==> src/rtl/tcu_pkg.sv <==
package tcu_pkg;
    localparam logic [7:0] TCU_BOTTOM = 8'h00;
    localparam logic [7:0] TCU_MAX = 8'hff;
    localparam logic [7:0] TCU_COUNT_RST = 8'h00;
    localparam logic [7:0] TCU_CMP_RST = 8'h00;
    localparam logic [2:0] TCU_CS_STOP = 3'h0;
    localparam logic [2:0] TCU_WGM_NORMAL = 3'h0;
    localparam logic [2:0] TCU_WGM_PC_FF = 3'h1;
    localparam logic [2:0] TCU_WGM_CTC = 3'h2;
    localparam logic [2:0] TCU_WGM_FAST_FF = 3'h3;
    localparam logic [2:0] TCU_WGM_PC_A = 3'h5;
    localparam logic [2:0] TCU_WGM_FAST_A = 3'h7;
    localparam logic [1:0] TCU_COM_NONE = 2'h0;
    localparam logic [1:0] TCU_COM_TOGGLE = 2'h1;
    localparam logic [1:0] TCU_COM_CLEAR = 2'h2;
    localparam logic [1:0] TCU_COM_SET = 2'h3;
    localparam int TCU_PRE_W = 10;
    localparam logic [9:0] TCU_PRE_RST = 10'h000;

    typedef enum logic [1:0] {
        TCU_SEQ_NORMAL,
        TCU_SEQ_CTC,
        TCU_SEQ_FAST,
        TCU_SEQ_PHASE
    } tcu_seq_t;
endpackage

==> src/rtl/tcu_tick_gen.sv <==
// picks the timer tick from the free-running prescaler or the crystal side
module tcu_tick_gen
    import tcu_pkg::*;
(
    input wire logic clk_i,
    input wire logic rst_n,
    input wire logic enable_i,
    input wire logic [2:0] clock_select_field_i,
    input wire logic async_clock_select_i,
    input wire logic crystal_pin_in_i,
    output logic timer_tick_o
);
    import tcu_pkg::*;

    typedef struct packed {
        logic [9:0] pre;
        logic xtal_s1;
        logic xtal_s2;
        logic xtal_d;
    } tcu_tick_state_t;

    tcu_tick_state_t st;
    tcu_tick_state_t next_st;
    logic src_tick;
    logic xtal_rise;

    always_comb begin
        next_st = st;
        next_st.pre = enable_i ? 10'(st.pre + 10'h001) : TCU_PRE_RST;
        next_st.xtal_s1 = crystal_pin_in_i;
        next_st.xtal_s2 = st.xtal_s1;
        next_st.xtal_d = st.xtal_s2;
    end

    always_ff @(posedge clk_i or negedge rst_n) begin
        if (!rst_n) begin
            st <= '0;
        end else begin
            st <= next_st;
        end
    end

    // crystal edge is sampled, so it must run well below clk_i / 2
    assign xtal_rise = st.xtal_s2 & ~st.xtal_d;

    always_comb begin
        case (clock_select_field_i)
            3'h1: src_tick = 1'b1;
            3'h2: src_tick = (st.pre[2:0] == 3'h7);
            3'h3: src_tick = (st.pre[4:0] == 5'h1f);
            3'h4: src_tick = (st.pre[5:0] == 6'h3f);
            3'h5: src_tick = (st.pre[6:0] == 7'h7f);
            3'h6: src_tick = (st.pre[7:0] == 8'hff);
            3'h7: src_tick = (st.pre == 10'h3ff);
            default: src_tick = 1'b0;
        endcase
    end

    // async source: one tick per crystal rise, only with select 1; other selects give no tick
    assign timer_tick_o = enable_i && (clock_select_field_i != TCU_CS_STOP) &&
        (async_clock_select_i ? (xtal_rise && clock_select_field_i == 3'h1) : src_tick);
endmodule // tcu_tick_gen

==> src/rtl/tcu_timer.sv <==
// What this block does
// - counter and both compare values are 8-bit registers.
// - whole module but flag clears idle until the power reduce bit is zero.
// - every request shows in the flag register, each masked separately.
// - clock select zero stops all ticks and the counter.
// - tick from I/O clock, or crystal pin when async select is set.
// - each tick clears, counts up or down; CPU reaches counter anytime the power reduce bit is zero.
// - CPU counter write beats any clear or count that cycle.
// - three-bit waveform mode split across both control registers.
// - BOTTOM 0x00, MAX 0xFF, TOP is MAX or compare A.
// - equality sets compare flag at the following timer tick.
// - compare interrupt when flag set and mask bit set.
// - compare flag clears on service or written one.
// - waveform logic gets match, modes, MAX and BOTTOM.
// - overflow flag set where the mode says; usable as interrupt.
// - PWM modes double-buffer compare values, updated at TOP or BOTTOM.
// - CPU compare writes go to buffer when buffering, else direct.
// - force strobe in non-PWM updates output only, no flag, no reload.
// - counter write blocks compare matches on next tick, even stopped.
// - output bits keep value across waveform mode changes.
// - output mode bits are not buffered, act immediately.
// - mode 0 normal, mode 2 CTC, modes 3 and 7 fast PWM.
// - normal mode overflow flag set on the tick the counter wraps.
module tcu_timer
    import tcu_pkg::*;
(
    input wire logic clk_i,
    input wire logic rstn_i,
    input wire logic power_reduce_bit_i,
    input wire logic async_clock_select_i,
    input wire logic crystal_pin_in_i,
    input wire logic [2:0] clock_select_field_i,
    input wire logic [1:0] waveform_mode_low_i,
    input wire logic waveform_mode_high_i,
    input wire logic [1:0] compare_output_mode_a_i,
    input wire logic [1:0] compare_output_mode_b_i,
    input wire logic count_wr_i,
    input wire logic [7:0] count_wdata_i,
    input wire logic compare_a_wr_i,
    input wire logic compare_b_wr_i,
    input wire logic [7:0] compare_wdata_i,
    input wire logic force_compare_strobe_a_i,
    input wire logic force_compare_strobe_b_i,
    input wire logic flag_wr_i,
    input wire logic [2:0] flag_wdata_i,
    input wire logic [2:0] timer_mask_reg_i,
    input wire logic [2:0] irq_serviced_i,
    output logic [7:0] count_value_o,
    output logic [7:0] compare_value_a_o,
    output logic [7:0] compare_value_b_o,
    output logic [2:0] timer_flag_reg_o,
    output logic [2:0] irq_o,
    output logic compare_out_a_o,
    output logic compare_out_b_o,
    output logic crystal_pin_out_o,
    output logic timer_tick_o
);
    import tcu_pkg::*;

    // flag bit order: 0 overflow, 1 compare a, 2 compare b

    typedef struct packed {
        logic rs1;
        logic rs2;
    } tcu_rst_state_t;

    typedef struct packed {
        logic [7:0] count;
        logic [7:0] cmp_a;
        logic [7:0] cmp_b;
        logic [7:0] buf_a;
        logic [7:0] buf_b;
        logic [2:0] flags;
        logic out_a;
        logic out_b;
        logic block;
        logic down;
    } tcu_state_t;

    tcu_rst_state_t rs;
    tcu_rst_state_t next_rs;
    tcu_state_t st;
    tcu_state_t next_st;
    logic rst_n;
    logic enable;
    logic tick;
    logic [2:0] wgm;
    tcu_seq_t seq;
    logic pwm;
    logic [7:0] top;
    logic at_top;
    logic at_bottom;
    logic at_max;
    logic match_a;
    logic match_b;
    logic [2:0] set_flags;

    function automatic tcu_seq_t decode_seq(input logic [2:0] m);
        case (m)
            TCU_WGM_NORMAL: decode_seq = TCU_SEQ_NORMAL;
            TCU_WGM_CTC: decode_seq = TCU_SEQ_CTC;
            TCU_WGM_FAST_FF, TCU_WGM_FAST_A: decode_seq = TCU_SEQ_FAST;
            TCU_WGM_PC_FF, TCU_WGM_PC_A: decode_seq = TCU_SEQ_PHASE;
            default: decode_seq = TCU_SEQ_NORMAL;
        endcase
    endfunction

    // output action on a match; pwm modes flip sense at the restart point
    function automatic logic cmp_action(input logic [1:0] com, input logic cur,
                                        input logic pwm_m, input logic up);
        case (com)
            TCU_COM_TOGGLE: cmp_action = pwm_m ? cur : ~cur;
            TCU_COM_CLEAR: cmp_action = pwm_m ? ~up : 1'b0;
            TCU_COM_SET: cmp_action = pwm_m ? up : 1'b1;
            default: cmp_action = cur;
        endcase
    endfunction

    always_comb begin
        next_rs.rs1 = 1'b1;
        next_rs.rs2 = rs.rs1;
    end

    always_ff @(posedge clk_i or negedge rstn_i) begin
        if (!rstn_i) begin
            rs <= '0;
        end else begin
            rs <= next_rs;
        end
    end

    assign rst_n = rs.rs2;
    assign enable = ~power_reduce_bit_i;

    tcu_tick_gen u_tick (
        .clk_i(clk_i),
        .rst_n(rst_n),
        .enable_i(enable),
        .clock_select_field_i(clock_select_field_i),
        .async_clock_select_i(async_clock_select_i),
        .crystal_pin_in_i(crystal_pin_in_i),
        .timer_tick_o(tick)
    );

    assign wgm = {waveform_mode_high_i, waveform_mode_low_i};
    assign seq = decode_seq(wgm);
    assign pwm = (seq == TCU_SEQ_FAST) || (seq == TCU_SEQ_PHASE);
    assign top = wgm[2] ? st.cmp_a : TCU_MAX;
    assign at_top = (st.count == top);
    assign at_bottom = (st.count == TCU_BOTTOM);
    assign at_max = (st.count == TCU_MAX);
    // matches are seen once per tick and suppressed right after a counter write
    assign match_a = tick && !st.block && (st.count == st.cmp_a);
    assign match_b = tick && !st.block && (st.count == st.cmp_b);

    always_comb begin
        next_st = st;
        set_flags = 3'h0;
        if (tick) begin
            next_st.block = 1'b0;
        end
        // counter sequence
        if (tick) begin
            case (seq)
                TCU_SEQ_NORMAL: begin
                    next_st.count = 8'(st.count + 8'h01);
                    next_st.down = 1'b0;
                    set_flags[0] = at_max;
                end
                TCU_SEQ_CTC: begin
                    next_st.count = (st.count == st.cmp_a) ? TCU_BOTTOM
                                                           : 8'(st.count + 8'h01);
                    next_st.down = 1'b0;
                    set_flags[0] = at_max;
                end
                TCU_SEQ_FAST: begin
                    next_st.count = at_top ? TCU_BOTTOM : 8'(st.count + 8'h01);
                    next_st.down = 1'b0;
                    set_flags[0] = at_top;
                end
                TCU_SEQ_PHASE: begin
                    if (st.down) begin
                        next_st.count = 8'(st.count - 8'h01);
                        next_st.down = (st.count != 8'h01);
                    end else begin
                        next_st.count = 8'(st.count + 8'h01);
                        next_st.down = (8'(st.count + 8'h01) == top);
                    end
                    set_flags[0] = at_bottom;
                end
                default: begin
                    next_st.count = st.count;
                end
            endcase
        end
        if (count_wr_i && enable) begin
            next_st.count = count_wdata_i;
            next_st.block = 1'b1;
        end
        // buffer transfer at the restart point of the pwm sequence
        if (pwm && tick && ((seq == TCU_SEQ_FAST) ? at_top : at_bottom)) begin
            next_st.cmp_a = st.buf_a;
            next_st.cmp_b = st.buf_b;
        end
        if (compare_a_wr_i && enable) begin
            next_st.buf_a = compare_wdata_i;
            if (!pwm) begin
                next_st.cmp_a = compare_wdata_i;
            end
        end
        if (compare_b_wr_i && enable) begin
            next_st.buf_b = compare_wdata_i;
            if (!pwm) begin
                next_st.cmp_b = compare_wdata_i;
            end
        end
        // in unbuffered modes the buffer shadows the live value when idle
        if (!pwm && !compare_a_wr_i) begin
            next_st.buf_a = next_st.cmp_a;
        end
        if (!pwm && !compare_b_wr_i) begin
            next_st.buf_b = next_st.cmp_b;
        end
        set_flags[1] = match_a;
        set_flags[2] = match_b;
        // output bits: compare output mode read live, never buffered
        if (match_a) begin
            next_st.out_a = cmp_action(compare_output_mode_a_i, st.out_a, pwm, ~st.down);
        end
        if (match_b) begin
            next_st.out_b = cmp_action(compare_output_mode_b_i, st.out_b, pwm, ~st.down);
        end
        if (pwm && tick && seq == TCU_SEQ_FAST && at_top) begin
            if (compare_output_mode_a_i == TCU_COM_CLEAR) next_st.out_a = 1'b1;
            if (compare_output_mode_a_i == TCU_COM_SET) next_st.out_a = 1'b0;
            if (compare_output_mode_b_i == TCU_COM_CLEAR) next_st.out_b = 1'b1;
            if (compare_output_mode_b_i == TCU_COM_SET) next_st.out_b = 1'b0;
        end
        // forced match touches the output only
        if (!pwm && enable && force_compare_strobe_a_i) begin
            next_st.out_a = cmp_action(compare_output_mode_a_i, st.out_a, 1'b0, 1'b0);
        end
        if (!pwm && enable && force_compare_strobe_b_i) begin
            next_st.out_b = cmp_action(compare_output_mode_b_i, st.out_b, 1'b0, 1'b0);
        end
        // set wins over a clear in the same cycle; zeros written are ignored
        next_st.flags = st.flags & ~irq_serviced_i;
        if (flag_wr_i) begin
            next_st.flags = next_st.flags & ~flag_wdata_i;
        end
        next_st.flags = next_st.flags | set_flags;
    end

    always_ff @(posedge clk_i or negedge rst_n) begin
        if (!rst_n) begin
            st <= '0;
        end else begin
            st <= next_st;
        end
    end

    assign count_value_o = st.count;
    assign compare_value_a_o = pwm ? st.buf_a : st.cmp_a;
    assign compare_value_b_o = pwm ? st.buf_b : st.cmp_b;
    assign timer_flag_reg_o = st.flags;
    assign irq_o = st.flags & timer_mask_reg_i;
    assign compare_out_a_o = st.out_a;
    assign compare_out_b_o = st.out_b;
    // no on-chip oscillator; pin_out just drives the inverse of crystal_pin_in_i
    assign crystal_pin_out_o = ~crystal_pin_in_i;
    assign timer_tick_o = tick;

    a_stop_no_tick: assert property (@(posedge clk_i) disable iff (!rst_n)
        (clock_select_field_i == TCU_CS_STOP || power_reduce_bit_i) |-> !tick)
        else $error("tick while stopped");
    a_off_no_tick: assert property (@(posedge clk_i) disable iff (!rst_n)
        power_reduce_bit_i |-> !tick)
        else $error("tick while powered down");
    a_write_wins: assert property (@(posedge clk_i) disable iff (!rst_n)
        (count_wr_i && enable) |=> (count_value_o == $past(count_wdata_i)))
        else $error("counter write lost");
    a_hold_no_tick: assert property (@(posedge clk_i) disable iff (!rst_n)
        (!tick && !count_wr_i) |=> $stable(count_value_o))
        else $error("counter moved without tick");
    a_match_flag: assert property (@(posedge clk_i) disable iff (!rst_n)
        match_a |=> timer_flag_reg_o[1])
        else $error("compare a flag missed");
    a_block_match: assert property (@(posedge clk_i) disable iff (!rst_n)
        (count_wr_i && enable) ##1 (tick && !count_wr_i) |-> !match_a && !match_b)
        else $error("match after counter write");
    a_irq_gate: assert property (@(posedge clk_i) disable iff (!rst_n)
        irq_o[1] == (timer_flag_reg_o[1] && timer_mask_reg_i[1]))
        else $error("irq gating wrong");
    a_force_noflag: assert property (@(posedge clk_i) disable iff (!rst_n)
        (force_compare_strobe_a_i && !match_a && !flag_wr_i && !timer_flag_reg_o[1])
        |=> !timer_flag_reg_o[1])
        else $error("force set a flag");
    a_normal_ovf: assert property (@(posedge clk_i) disable iff (!rst_n)
        (seq == TCU_SEQ_NORMAL && tick && at_max && !count_wr_i)
        |=> timer_flag_reg_o[0] && count_value_o == TCU_BOTTOM)
        else $error("overflow not set on wrap");
    a_flag_zero: assert property (@(posedge clk_i) disable iff (!rst_n)
        (flag_wr_i && flag_wdata_i == 3'h0 && irq_serviced_i == 3'h0) |=>
        ((timer_flag_reg_o & $past(timer_flag_reg_o)) == $past(timer_flag_reg_o)))
        else $error("zero write cleared flag");
    a_match_flag_b: assert property (@(posedge clk_i) disable iff (!rst_n)
        match_b |=> timer_flag_reg_o[2])
        else $error("compare b flag missed");
    a_irq_gate_all: assert property (@(posedge clk_i) disable iff (!rst_n)
        irq_o == (timer_flag_reg_o & timer_mask_reg_i))
        else $error("irq mask gating wrong");
    a_force_noflag_b: assert property (@(posedge clk_i) disable iff (!rst_n)
        (force_compare_strobe_b_i && !match_b && !flag_wr_i && !timer_flag_reg_o[2])
        |=> !timer_flag_reg_o[2])
        else $error("force set b flag");
    a_force_set_b: assert property (@(posedge clk_i) disable iff (!rst_n)
        (!pwm && enable && force_compare_strobe_b_i && compare_output_mode_b_i == TCU_COM_SET)
        |=> compare_out_b_o)
        else $error("force did not set output b");
    a_direct_write: assert property (@(posedge clk_i) disable iff (!rst_n)
        (!pwm && enable && compare_a_wr_i) |=> (compare_value_a_o == $past(compare_wdata_i)))
        else $error("direct compare write lost");
    a_buffer_hold: assert property (@(posedge clk_i) disable iff (!rst_n)
        (pwm && enable && compare_b_wr_i && !tick) |=> $stable(st.cmp_b))
        else $error("buffered write reached comparator");
    a_service_clear: assert property (@(posedge clk_i) disable iff (!rst_n)
        (irq_serviced_i[0] && !set_flags[0]) |=> !timer_flag_reg_o[0])
        else $error("serviced flag not cleared");
    a_off_frozen: assert property (@(posedge clk_i) disable iff (!rst_n)
        power_reduce_bit_i |=> $stable(count_value_o))
        else $error("counter moved while powered down");
    a_ctc_wrap: assert property (@(posedge clk_i) disable iff (!rst_n)
        (seq == TCU_SEQ_CTC && tick && st.count == st.cmp_a && !(count_wr_i && enable))
        |=> count_value_o == TCU_BOTTOM)
        else $error("ctc did not clear on compare a");

    c_normal_wrap: cover property (@(posedge clk_i) disable iff (!rst_n)
        seq == TCU_SEQ_NORMAL && tick && at_max);
    c_ctc_clear: cover property (@(posedge clk_i) disable iff (!rst_n)
        seq == TCU_SEQ_CTC && match_a);
    c_fast_reload: cover property (@(posedge clk_i) disable iff (!rst_n)
        seq == TCU_SEQ_FAST && tick && at_top);
    c_force: cover property (@(posedge clk_i) disable iff (!rst_n)
        force_compare_strobe_b_i && !pwm);
    c_phase_bottom: cover property (@(posedge clk_i) disable iff (!rst_n)
        seq == TCU_SEQ_PHASE && tick && at_bottom);
endmodule // tcu_timer

==> config.mk <==
export PLATFORM = sky130hd
export DESIGN_NAME = tcu_timer
export DESIGN_NICKNAME = d
export VERILOG_FILES = /design/src/rtl/tcu_pkg.sv /design/src/rtl/tcu_tick_gen.sv /design/src/rtl/tcu_timer.sv
export SDC_FILE = /design/constraint.sdc
export NUM_CORES = 1
export LEC_CHECK = 0
export BUFFER_PORTS_ARGS = -buffer_cell sky130_fd_sc_hd__buf_2
export CORE_UTILIZATION = 55
export DETAILED_ROUTE_END_ITERATION = 10
export PLACE_DENSITY = 0.81
export SYNTH_ARGS = -nofsm -noshare
export SYNTH_HDL_FRONTEND = slang
export SYNTH_SLANG_ARGS = --single-unit
==> constraint.sdc <==
create_clock -name clk_i -period 3.9 [get_ports clk_i]
set_clock_uncertainty 0.15 [all_clocks]
set_input_delay 0.78 -clock clk_i [delete_from_list [all_inputs] [get_ports clk_i]]
set_output_delay 0.78 -clock clk_i [all_outputs]
set_load 0.03 [all_outputs]
==> run summary, run 1 <==
Antenna violations before repair: 0
Die area: 8398 um2
Post-Synthesis Cells: 529
Reg2Reg Depth: 7
Final period utilization: 82.17%
VDD IR max: 0.2384 mV
Total wire length: 11300 um
Tightest Pin Transition: 0.7994 ns
Drt drc: 0
DP Worst Slack: 0.7228 ns
Post-synth top area cell: dfrtp_1
Critical path capture point type: output port
GP Congestion: 0.8980
FF+latch count, synth: 62
Final Worst Setup Slack: 0.6955 ns
WL per Instance: 16.38 um
DRT Pass-1 Iters: 7
Placed cells: 674
Final net count: 639
Antenna cells: 0
Share of layout cells above drive strength 1: 21.43%
Final core utilization: 63.89%
Cell Pwr Density: 390.2 nW/um2
Fill cell count: 661
CTS root buffer: clkbuf_8
EDFF count, synth: 0
Area grow syn2layout: 12.29%
Std cell rows: 32
Core box area: 7767 um2
Sequential area share after synthesis: 35.11%
Die width: 91.64 um
CTS buffer count: 9
CP Launch Type: register
Ports: 80
Via count: 4136
Total power: 1.936 mW
Mapped Nets: 585
Synth Area per Inst: 8.354 um2
Postcts setup bufs: 0
Primary FF master, synth: dfrtp_1
Post-CTS Hold Buffers: 0
Number of H-tree levels: 3
Pleak: 2.108 nW
Max-slew violations: 0
Max Cap Violations: 0
Yosys warns: 0
Antenna Nets Post-Route: 0
Port buffer count: 79
CP arrival: 2.27 ns
Crit path time final: 3.205 ns
Setup TNS: 0 ns
Synthesized area: 4419 um2
Buffer depth of the longest clock path: 2
Status: complete, no violations
Remaining Overflow, GRT: 0
Relative slew slack: 46.22%
Area share of the largest cell type after synthesis: 35.11%
RSZ-0062 raised after global routing: false
Worst r2r src: count_value_o[2]
Clk_lat worst skew: 0.34 ns
Final Hold Viols: 0
CP required: 2.97 ns
Initial Util: 56.89%
Setup violators final: 0
GR Util All Layers: 28.48%
Synth area leaders: dfrtp_1 (35%), nor2_1 (5.4%), nand2_1 (5.0%)
Die H: 91.64 um
Largest net degree at the start of global routing: 35
Max Fclk: 312.1 MHz
Clock-pin slew on the worst setup and hold paths: 0.07 ns
Ys async rst share: 100.0%
Post-DR vias/cell: 5.994
Vias in the first global route: 3952
CTS tree: done
RR Endpoint: count_value_o[4]
Clock Sinks: 62
Crit path max fanout: 4
Hold Crit Class: primary input to async pin
First-pass GRT wire length: 18920 um
Drt first-iter violations: 262
Reg-to-reg slack, setup: 0.94 ns
Netlist cell types: 62
Post-route insts no fill: 690
Post-CTS resize count: 0
Kind of critical path: register to output port
Post-DP HPWL: 8071 um
-- synth_stat cells, types with 4 or more instances --
cell type and count:
mux2i_1 21, xor2_1 4, nor3_1 8, clkbuf_1 20, nor2_1 64, nor2b_1 9, o21ai_0 17, nand3_1 15
o31ai_1 4, dfrtp_1 62, mux2_2 15, buf_1 4, a21oi_1 33, a31oi_1 20, nor4_1 8, nand4_1 11
buf_2 6, nand3b_1 6, and3_1 5, xnor2_1 24, inv_1 17, ha_1 10, a211oi_1 7, nand2b_1 8
buf_4 12, nand2_1 59
-- placed cells by master, fill, tap and decap left out, types with 9 or more instances in the layout --
| master | instances |
|---|---|
| xnor2_1 | 24 |
| mux2_2 | 15 |
| o21ai_0 | 17 |
| mux2i_1 | 21 |
| nand4_1 | 11 |
| clkbuf_8 | 10 |
| inv_1 | 17 |
| ha_1 | 10 |
| dfrtp_1 | 61 |
| a21oi_1 | 33 |
| nor2_1 | 64 |
| nand3_1 | 15 |
| nand2_1 | 59 |
| nor2b_1 | 9 |
| a31oi_1 | 20 |
| buf_2 | 79 |
-- stage by stage --
| step | area [um2] | hold WS [ns] |
|---|---|---|
| after floorplan | 4419 | 0.1812 |
| after global placement | 4770 | 0.1780 |
| after detailed placement | 4770 | 0.1813 |
| after CTS | 4962 | 0.04188 |
| after global routing | 4962 | 0.03824 |
| final | 4962 | 0.05320 |
-- cell type report --
cell class                 instances  area [um2]  share of cell area [%]
timing repair buffer              87       455.4                   9.178
multi-input combinational        403        2559                   51.56
tap                              102       127.6                   2.572
clock buffer                      12       145.1                   2.925
sequential                        62        1553                   31.29
inverter                          20       75.07                   1.513
clock inverter                     4       47.55                  0.9581
-- registers in the layout, indices dropped and copies added (netlist names) --
signal,count
rst_n,1
compare_out_a_o,1
compare_out_b_o,1
st,34
count_value_o,8
u_tick.st,11
u_tick.next_st,2
next_rs,1
timer_flag_reg_o,3
-- layer usage --
layer  vias up  global-route usage (%)  wire (um)
met4         0                   13.36        270
met3        26                   5.224        847
met1      1930                   38.00       4938
li1       1976                       -          -
met5         -                       0          0
met2       204                   44.80       5242
-- worst max-delay path, cell delays in order (launching register included) --
cell,delay (ns)
dfrtp_1,0.42
ha_1,0.25
ha_1,0.20
nor4bb_1,0.13
a31o_2,0.22
o21ai_1,0.39
inv_1,0.13
buf_2,0.20
-- report_power, final --
group          switching, mW  internal [mW]  total (mW)
clock network          0.253          0.311       0.564
registers              0.110          0.713       0.823
logic                  0.329          0.220       0.549
total                  0.692           1.24        1.94
-- kinds of logic after synthesis --
logic type	after synthesis	share of synthesized area, %
other	1	0.08486
flip-flops	62	35.11
AND/OR/NAND/NOR	208	22.68
multiplexers	36	8.579
adder cells (fa/ha/maj)	10	2.831
AO/OA/AOI/OAI	120	18.01
buffers and inverters	64	7.163
XOR/XNOR	28	5.549
-- worst max-delay path by stage --
stage | start | to | slack, ns | cells past startpoint
2_1_floorplan | clock_select_field_i[2] | timer_tick_o | 0.83 | 6
6_report | u_tick.st[3] | timer_tick_o | 0.70 | 7
4_1_cts | u_tick.st[3] | timer_tick_o | 0.68 | 7
3_5_place_dp | waveform_mode_high_i | st[35] | 0.72 | 9
5_1_grt | u_tick.st[3] | timer_tick_o | 0.59 | 7
3_3_place_gp | waveform_mode_high_i | st[35] | 0.80 | 9
Power figures use the tool's default switching activity.
==> run 2: changes to the inputs <==
--- a/config.mk
+++ b/config.mk
@@ -5,10 +5,11 @@
 export SDC_FILE = /design/constraint.sdc
 export NUM_CORES = 1
 export LEC_CHECK = 0
+export ABC_AREA = 1
 export BUFFER_PORTS_ARGS = -buffer_cell sky130_fd_sc_hd__buf_2
-export CORE_UTILIZATION = 55
+export CORE_UTILIZATION = 52
 export DETAILED_ROUTE_END_ITERATION = 10
-export PLACE_DENSITY = 0.81
+export PLACE_DENSITY = 0.8
 export SYNTH_ARGS = -nofsm -noshare
 export SYNTH_HDL_FRONTEND = slang
 export SYNTH_SLANG_ARGS = --single-unit
==> constraint.sdc (replaced) <==
create_clock -name clk_i -period 2.8 [get_ports clk_i]
set_clock_uncertainty 0.15 [all_clocks]
set_input_delay 0.56 -clock clk_i [delete_from_list [all_inputs] [get_ports clk_i]]
set_output_delay 0.56 -clock clk_i [all_outputs]
set_load 0.03 [all_outputs]
==> run summary, run 2 <==
Status: complete, no violations
Kind of critical path: register to output port
Placed cells: 854 (+27%)
Commonest non-fill, non-tap cells in the layout: nand2_1 (212), inv_1 (80), buf_2 (78)
Share of layout cells above drive strength 1: 18.30% (-3.1 points)
Antenna violations before repair: 0 (unchanged)
Die H: 96.66 um (+5.5%)
Clock-pin slew on the worst setup and hold paths: 0.08 ns (about the same)
Total power: 3.190 mW (+65%)
Hold Crit Class: register to async pin
CP Launch Type: register
Buffer depth of the longest clock path: 2 (unchanged)
RSZ-0062 raised after global routing: false
FF+latch count, synth: 62 (unchanged)
VDD IR max: 0.3651 mV (+53%)
Ports: 80 (unchanged)
Critical path depth: 10 (+3)
Area grow syn2layout: 14.63%
Synth Area per Inst: 6.792 um2 (-19%)
CTS root buffer: clkbuf_8
First-pass GRT wire length: 20740 um (+9.6%)
Reg-to-reg slack, setup: 0.29 ns (-0.65 ns)
WP buf/inv: 2 (unchanged)
Netlist cell types: 41 (-34%)
Yosys warns: 0 (unchanged)
Final period utilization: 94.97%
Synthesized area: 4659 um2 (+5.4%)
Post-Synthesis Cells: 686 (+30%)
Post-synth top cells: nand2_1 (212), inv_1 (81), dfrtp_1 (62)
Drt drc: 0 (unchanged)
Pleak: 2.845 nW (+35%)
Most flop-heavy register: st
CP cell instances: ha_4 -> nand2_1 -> nor2_4 -> nand3b_1 -> nand2_1 -> nand2_1 -> nand2_1 -> nand2_4 -> inv_4 -> buf_4
Final core utilization: 61.55% (-2.3 points)
Antenna cells: 0 (unchanged)
Max-slew violations: 0 (unchanged)
RR Endpoint: st[17]
CP arrival: 1.95 ns (-0.32 ns)
Post-DR vias/cell: 5.399 (-9.9%)
Vias in the first global route: 4447 (+13%)
Clock Sinks: 62 (unchanged)
Final Hold Viols: 0 (unchanged)
Remaining Overflow, GRT: 0 (unchanged)
Via count: 4713 (+14%)
Mapped Nets: 742 (+27%)
Die area: 9343 um2 (+11%)
Tightest Pin Transition: 0.5445 ns (-0.2549 ns)
Final net count: 816 (+28%)
Largest register FFs: 34 (unchanged)
Clk_lat worst skew: 0.35 ns (about the same)
Number of H-tree levels: 3 (unchanged)
Leading cell type in the layout, fill and taps excluded: nand2_1
Critical path capture point type: output port
Die width: 96.66 um (+5.5%)
Setup violators final: 0 (unchanged)
Synth area leaders: dfrtp_1 (33%), nand2_1 (17%), inv_1 (6.5%)
Area share of the largest cell type after synthesis: 33.30% (-1.8 points)
Relative slew slack: 63.56% (+17 points)
CTS buffer count: 9 (unchanged)
Primary FF master, synth: dfrtp_1
Sequential area share after synthesis: 33.30% (-1.8 points)
Worst path max stage delay: 0.41 ns (about the same)
WL per Instance: 14.25 um (-13%)
Delay-heaviest family, CP: simple AND/OR/NAND/NOR gates
Largest net degree at the start of global routing: 31 (-11%)
GR Util All Layers: 27.22% (-1.3 points)
Post-DP HPWL: 9343 um (+16%)
Port buffer count: 79 (unchanged)
Antenna Nets Post-Route: 0 (unchanged)
Max Cap Violations: 0 (unchanged)
Worst r2r src: u_tick.st[4]
Drt first-iter violations: 253 (-3.4%)
Setup TNS: 0 ns (unchanged)
EDFF count, synth: 0 (unchanged)
Core box area: 8678 um2 (+12%)
Reg2Reg Depth: 16 (+9)
Ys async rst share: 100.0% (unchanged)
Cell Pwr Density: 597.2 nW/um2 (+53%)
Post-route insts no fill: 873 (+27%)
Most used cell, CP: nand2_1
Crit path max fanout: 6 (+2)
Post-synth top area cell: dfrtp_1
Total wire length: 12440 um (+10%)
DRT Pass-1 Iters: 5 (-2)
Crit path time final: 2.659 ns
GP Congestion: 0.9065 (+0.95%)
Max Fclk: 376.1 MHz
CTS tree: done
Max stage delay cell, worst path: dfrtp_1
Std cell rows: 34 (+6.3%)
Initial Util: 53.69% (-3.2 points)
CP required: 2.09 ns (-0.88 ns)
Count leader, synth: nand2_1
==> run 2: changes by cell type after synthesis, moves of 13 or more <==
cell | previous run | this run
mux2_2 | 15 | 0
nand2_1 | 59 | 212
mux2i_1 | 21 | 0
clkbuf_1 | 20 | 6
a31oi_1 | 20 | 1
nand3_1 | 15 | 59
inv_1 | 17 | 81
a21oi_1 | 33 | 20
o21ai_0 | 17 | 36
==> run 2: worst register-to-register path: cells and delay by family (launching register included) <==
family,cells,cell delay [ns]
simple gates,13,1.32
flops,1,0.41
buf+inv,1,0.25
fa+ha+maj,1,0.17
compound gates,1,0.14
==> run 2: layout make-up <==
class | count | area [um2]
Inverter | 88 | 332.8
Multi-Input combinational cell | 503 | 2565
Tap cell | 108 | 135.1
Fill cell | 798 | 3337
Clock inverter | 7 | 103.9
Sequential cell | 62 | 1553
Timing Repair Buffer | 96 | 528.0
Clock buffer | 9 | 123.9
==> run 2: layer usage <==
metal / track usage (%) / routed length, um / up-vias
met5: 0 / 0 / -
met3: 4.841 / 868 / 27
li1: - / - / 2335
met2: 45.23 / 5878 / 210
met4: 9.874 / 316 / 0
met1: 35.55 / 5373 / 2141
==> run 2: power breakdown <==
group	switching, mW	internal, mW	total [mW]
Sequential	0.176	1.01	1.19
Clock	0.413	0.514	0.926
Combinational	0.691	0.383	1.07
Total	1.28	1.91	3.19
==> run 2: how the worst max path moves through the flow <==
stage                                      start                    to  slack, ns
after floorplan           waveform_mode_low_i[0]  compare_value_a_o[6]       0.31
after global placement      waveform_mode_high_i                st[17]       0.30
after detailed placement    waveform_mode_high_i                st[17]       0.23
after CTS                           u_tick.st[3]          timer_tick_o      0.007
after global routing                u_tick.st[3]          timer_tick_o       0.01
final                               u_tick.st[4]          timer_tick_o       0.14
==> run 2: repair_timing <==
item                                    4_1_cts  5_1_grt
gates resized for setup                       1        6
hold buffers                                  1        0
hold endpoints to repair                      2        0
endpoints found under the setup margin        1        2
setup buffers                                 0        2
pin swaps                                     0        3
==> run 2: stage by stage <==
step | area, um2 | setup slack, ns | hold slack, ns
floorplan | 4659 | 0.3063 | 0.1144
global placement | 5066 | 0.3003 | 0.04641
detailed placement | 5066 | 0.2275 | 0.05301
CTS | 5304 | 0.006653 | 0.04640
global route | 5341 | 0.01206 | 0.07184
finish | 5341 | 0.1409 | 0.04180
==> run 2: logic make-up after synthesis <==
logic type / after synthesis / share of synthesized area [%]
buffers and inverters: 121 / 12.03
AND/OR/NAND/NOR: 380 / 35.74
XOR/XNOR: 31 / 5.827
adder cells (fa/ha/maj): 10 / 2.685
flip-flops: 62 / 33.30
other: 1 / 0.08048
AO/OA/AOI/OAI: 81 / 10.34
==> run 3: changes to the inputs <==
--- a/config.mk
+++ b/config.mk
@@ -7,9 +7,12 @@
 export LEC_CHECK = 0
 export ABC_AREA = 1
 export BUFFER_PORTS_ARGS = -buffer_cell sky130_fd_sc_hd__buf_2
-export CORE_UTILIZATION = 52
+export CELL_PAD_IN_SITES_DETAIL_PLACEMENT = 0
+export CELL_PAD_IN_SITES_GLOBAL_PLACEMENT = 2
+export CORE_ASPECT_RATIO = 1.1
+export CORE_UTILIZATION = 28
 export DETAILED_ROUTE_END_ITERATION = 10
-export PLACE_DENSITY = 0.8
+export PLACE_DENSITY = 0.78
 export SYNTH_ARGS = -nofsm -noshare
 export SYNTH_HDL_FRONTEND = slang
 export SYNTH_SLANG_ARGS = --single-unit
==> run summary, run 3 (same netlist as run 2, synthesis figures left out) <==
Port buffer count: 79 (unchanged)
Clock Sinks: 62 (unchanged)
Max-slew violations: 0 (unchanged)
Crit path max fanout: 6 (unchanged)
Initial Util: 28.57% (-25 points)
Core box area: 16310 um2 (+88%)
Vias in the first global route: 4369 (-1.8%)
Post-DP HPWL: 10900 um (+17%)
DRT Pass-1 Iters: 8 (+3)
Drt drc: 18 (+18)
Max stage delay cell, worst path: dfrtp_1
Relative slew slack: 54.40% (-9.2 points)
Hold Crit Class: register to async pin
Buffer depth of the longest clock path: 2 (unchanged)
Setup violators final: 0 (unchanged)
DP Worst Slack: 0.1983 ns (-0.02920 ns)
CTS tree: done
Status: finished with violations
Number of H-tree levels: 3 (unchanged)
Clk_lat worst skew: 0.34 ns (about the same)
Std cell rows: 49 (+44%)
Ports: 80 (unchanged)
Max Cap Violations: 0 (unchanged)
GP Congestion: 0.8435 (-6.9%)
Die width: 125.0 um (+29%)
Via count: 4589 (-2.6%)
Die area: 17160 um2 (+84%)
Share of layout cells above drive strength 1: 18.51% (+0.21 points)
Clock-pin slew on the worst setup and hold paths: 0.06 ns (-0.02 ns)
Commonest non-fill, non-tap cells in the layout: nand2_1 (212), inv_1 (80), buf_2 (78)
Setup TNS: 0 ns (unchanged)
Tightest Pin Transition: 0.6816 ns (+0.1370 ns)
Final Hold Viols: 0 (unchanged)
Kind of critical path: register to output port
Crit path time final: 2.621 ns (-0.03843 ns)
CTS buffer count: 9 (unchanged)
Final Worst Setup Slack: 0.1793 ns (+0.03843 ns)
Leading cell type in the layout, fill and taps excluded: nand2_1
Largest net degree at the start of global routing: 35 (+13%)
Die H: 137.3 um (+42%)
Post-DR vias/cell: 4.726 (-12%)
Final period utilization: 93.60% (-1.4 points)
First-pass GRT wire length: 23460 um (+13%)
Remaining Overflow, GRT: 0 (unchanged)
CP Launch Type: register
GR Util All Layers: 17.76% (-9.5 points)
Worst path max stage delay: 0.37 ns (-0.04 ns)
Antenna cells: 0 (unchanged)
WL per Instance: 15.04 um (+5.6%)
VDD IR max: 0.2746 mV (-25%)
Drt first-iter violations: 304 (+20%)
Max Fclk: 381.6 MHz (+1.5%)
Pleak: 2.888 nW (+1.5%)
Largest register FFs: 34 (unchanged)
Total wire length: 14600 um (+17%)
Fill cell count: 1795 (+120%)
RSZ-0062 raised after global routing: false
Final net count: 818 (+0.25%)
CP required: 2.09 ns (about the same)
Cell Pwr Density: 623.6 nW/um2 (+4.4%)
Critical path capture point type: output port
Area grow syn2layout: 19.36%
Most flop-heavy register: st
CP arrival: 1.91 ns (-0.04 ns)
CTS root buffer: clkbuf_16
Antenna violations before repair: 0 (unchanged)
Antenna Nets Post-Route: 0 (unchanged)
Failing checks: DRC
CP cell instances: ha_2 -> nand2_1 -> nor2_4 -> nand3_2 -> nor2_1 -> nor2_1 -> nand2_1 -> nand2_4 -> inv_4 -> clkbuf_4
-- run 3: cell count changes in the layout (fill, tap and decap cells not counted), sizes merged --
cell / change
clkinvlp: +3
clkinv: -1
inv: -3
bufinv: -1
clkbuf: +3
buf: +1
-- run 3: per-stage QoR --
step                      hold slack (ns)  total power [mW]  instances  utilization, %  area [um2]
final                              0.1673             3.468        971           34.10        5562
after global routing               0.1766             3.694        971           34.10        5562
after CTS                          0.1769             3.512        969           33.93        5534
after detailed placement           0.1855             2.310        952           31.97        5214
after global placement             0.1790             2.302        952           31.97        5214
after floorplan                    0.1144             2.001        686               -        4659
-- run 3: final cells by class --
cell class / instances / area (um2) / area share (%)
flip-flops and latches: 62 / 1553 / 27.92
inverters: 88 / 332.8 / 5.984
multi-input cells: 503 / 2555 / 45.94
repair buffers: 98 / 555.5 / 9.989
clock inverters: 5 / 57.56 / 1.035
well taps: 204 / 255.2 / 4.589
clock buffers: 11 / 252.7 / 4.544
-- run 3: timing repair --
item	in CTS	in global routing
cloned	0	0
gates resized for setup	1	4
hold buffers	1	0
endpoints found under the hold margin	2	0
setup endpoints to repair	1	1
buffers inserted	0	2
pin swaps	0	1
-- run 3: worst max-delay path: cells and delay by family, from the launching register on --
kind	cells	cell delay [ns]
adder cells (fa/ha/maj)	1	0.21
buffers and inverters	2	0.30
flip-flops	1	0.37
AND/OR/NAND/NOR	7	0.69
-- run 3: final timing paths --
check / startpoint / end / slack (ns) / depth (start not counted)
setup reg to reg: count_value_o[0] / st[14] / 0.37 / 12
hold / removal: rst_n / u_tick.st[8] / 0.17 / 0
min in group clk_i: crystal_pin_in_i / u_tick.next_st[1] / 0.19 / 1
setup / recovery: u_tick.st[3] / timer_tick_o / 0.18 / 10
hold reg to reg: rst_n / u_tick.st[8] / 0.17 / 0
max in group asynchronous: rst_n / st[15] / 1.71 / 1
-- run 3: power breakdown --
group | internal (mW) | switching (mW)
clock network | 0.736 | 0.443
logic | 0.389 | 0.706
registers | 1.02 | 0.179
-- run 3: routing by layer --
layer | part of all wire, % | GRT usage [%] | wire length (um) | vias to the layer above
met3 | 5.0 | 3.612 | 733 | 21
met4 | 2.4 | 6.978 | 354 | 0
met5 | 0 | 0 | 0 | -
met1 | 47 | 23.85 | 6910 | 2110
met2 | 45 | 28.03 | 6603 | 120
li1 | - | - | - | 2338
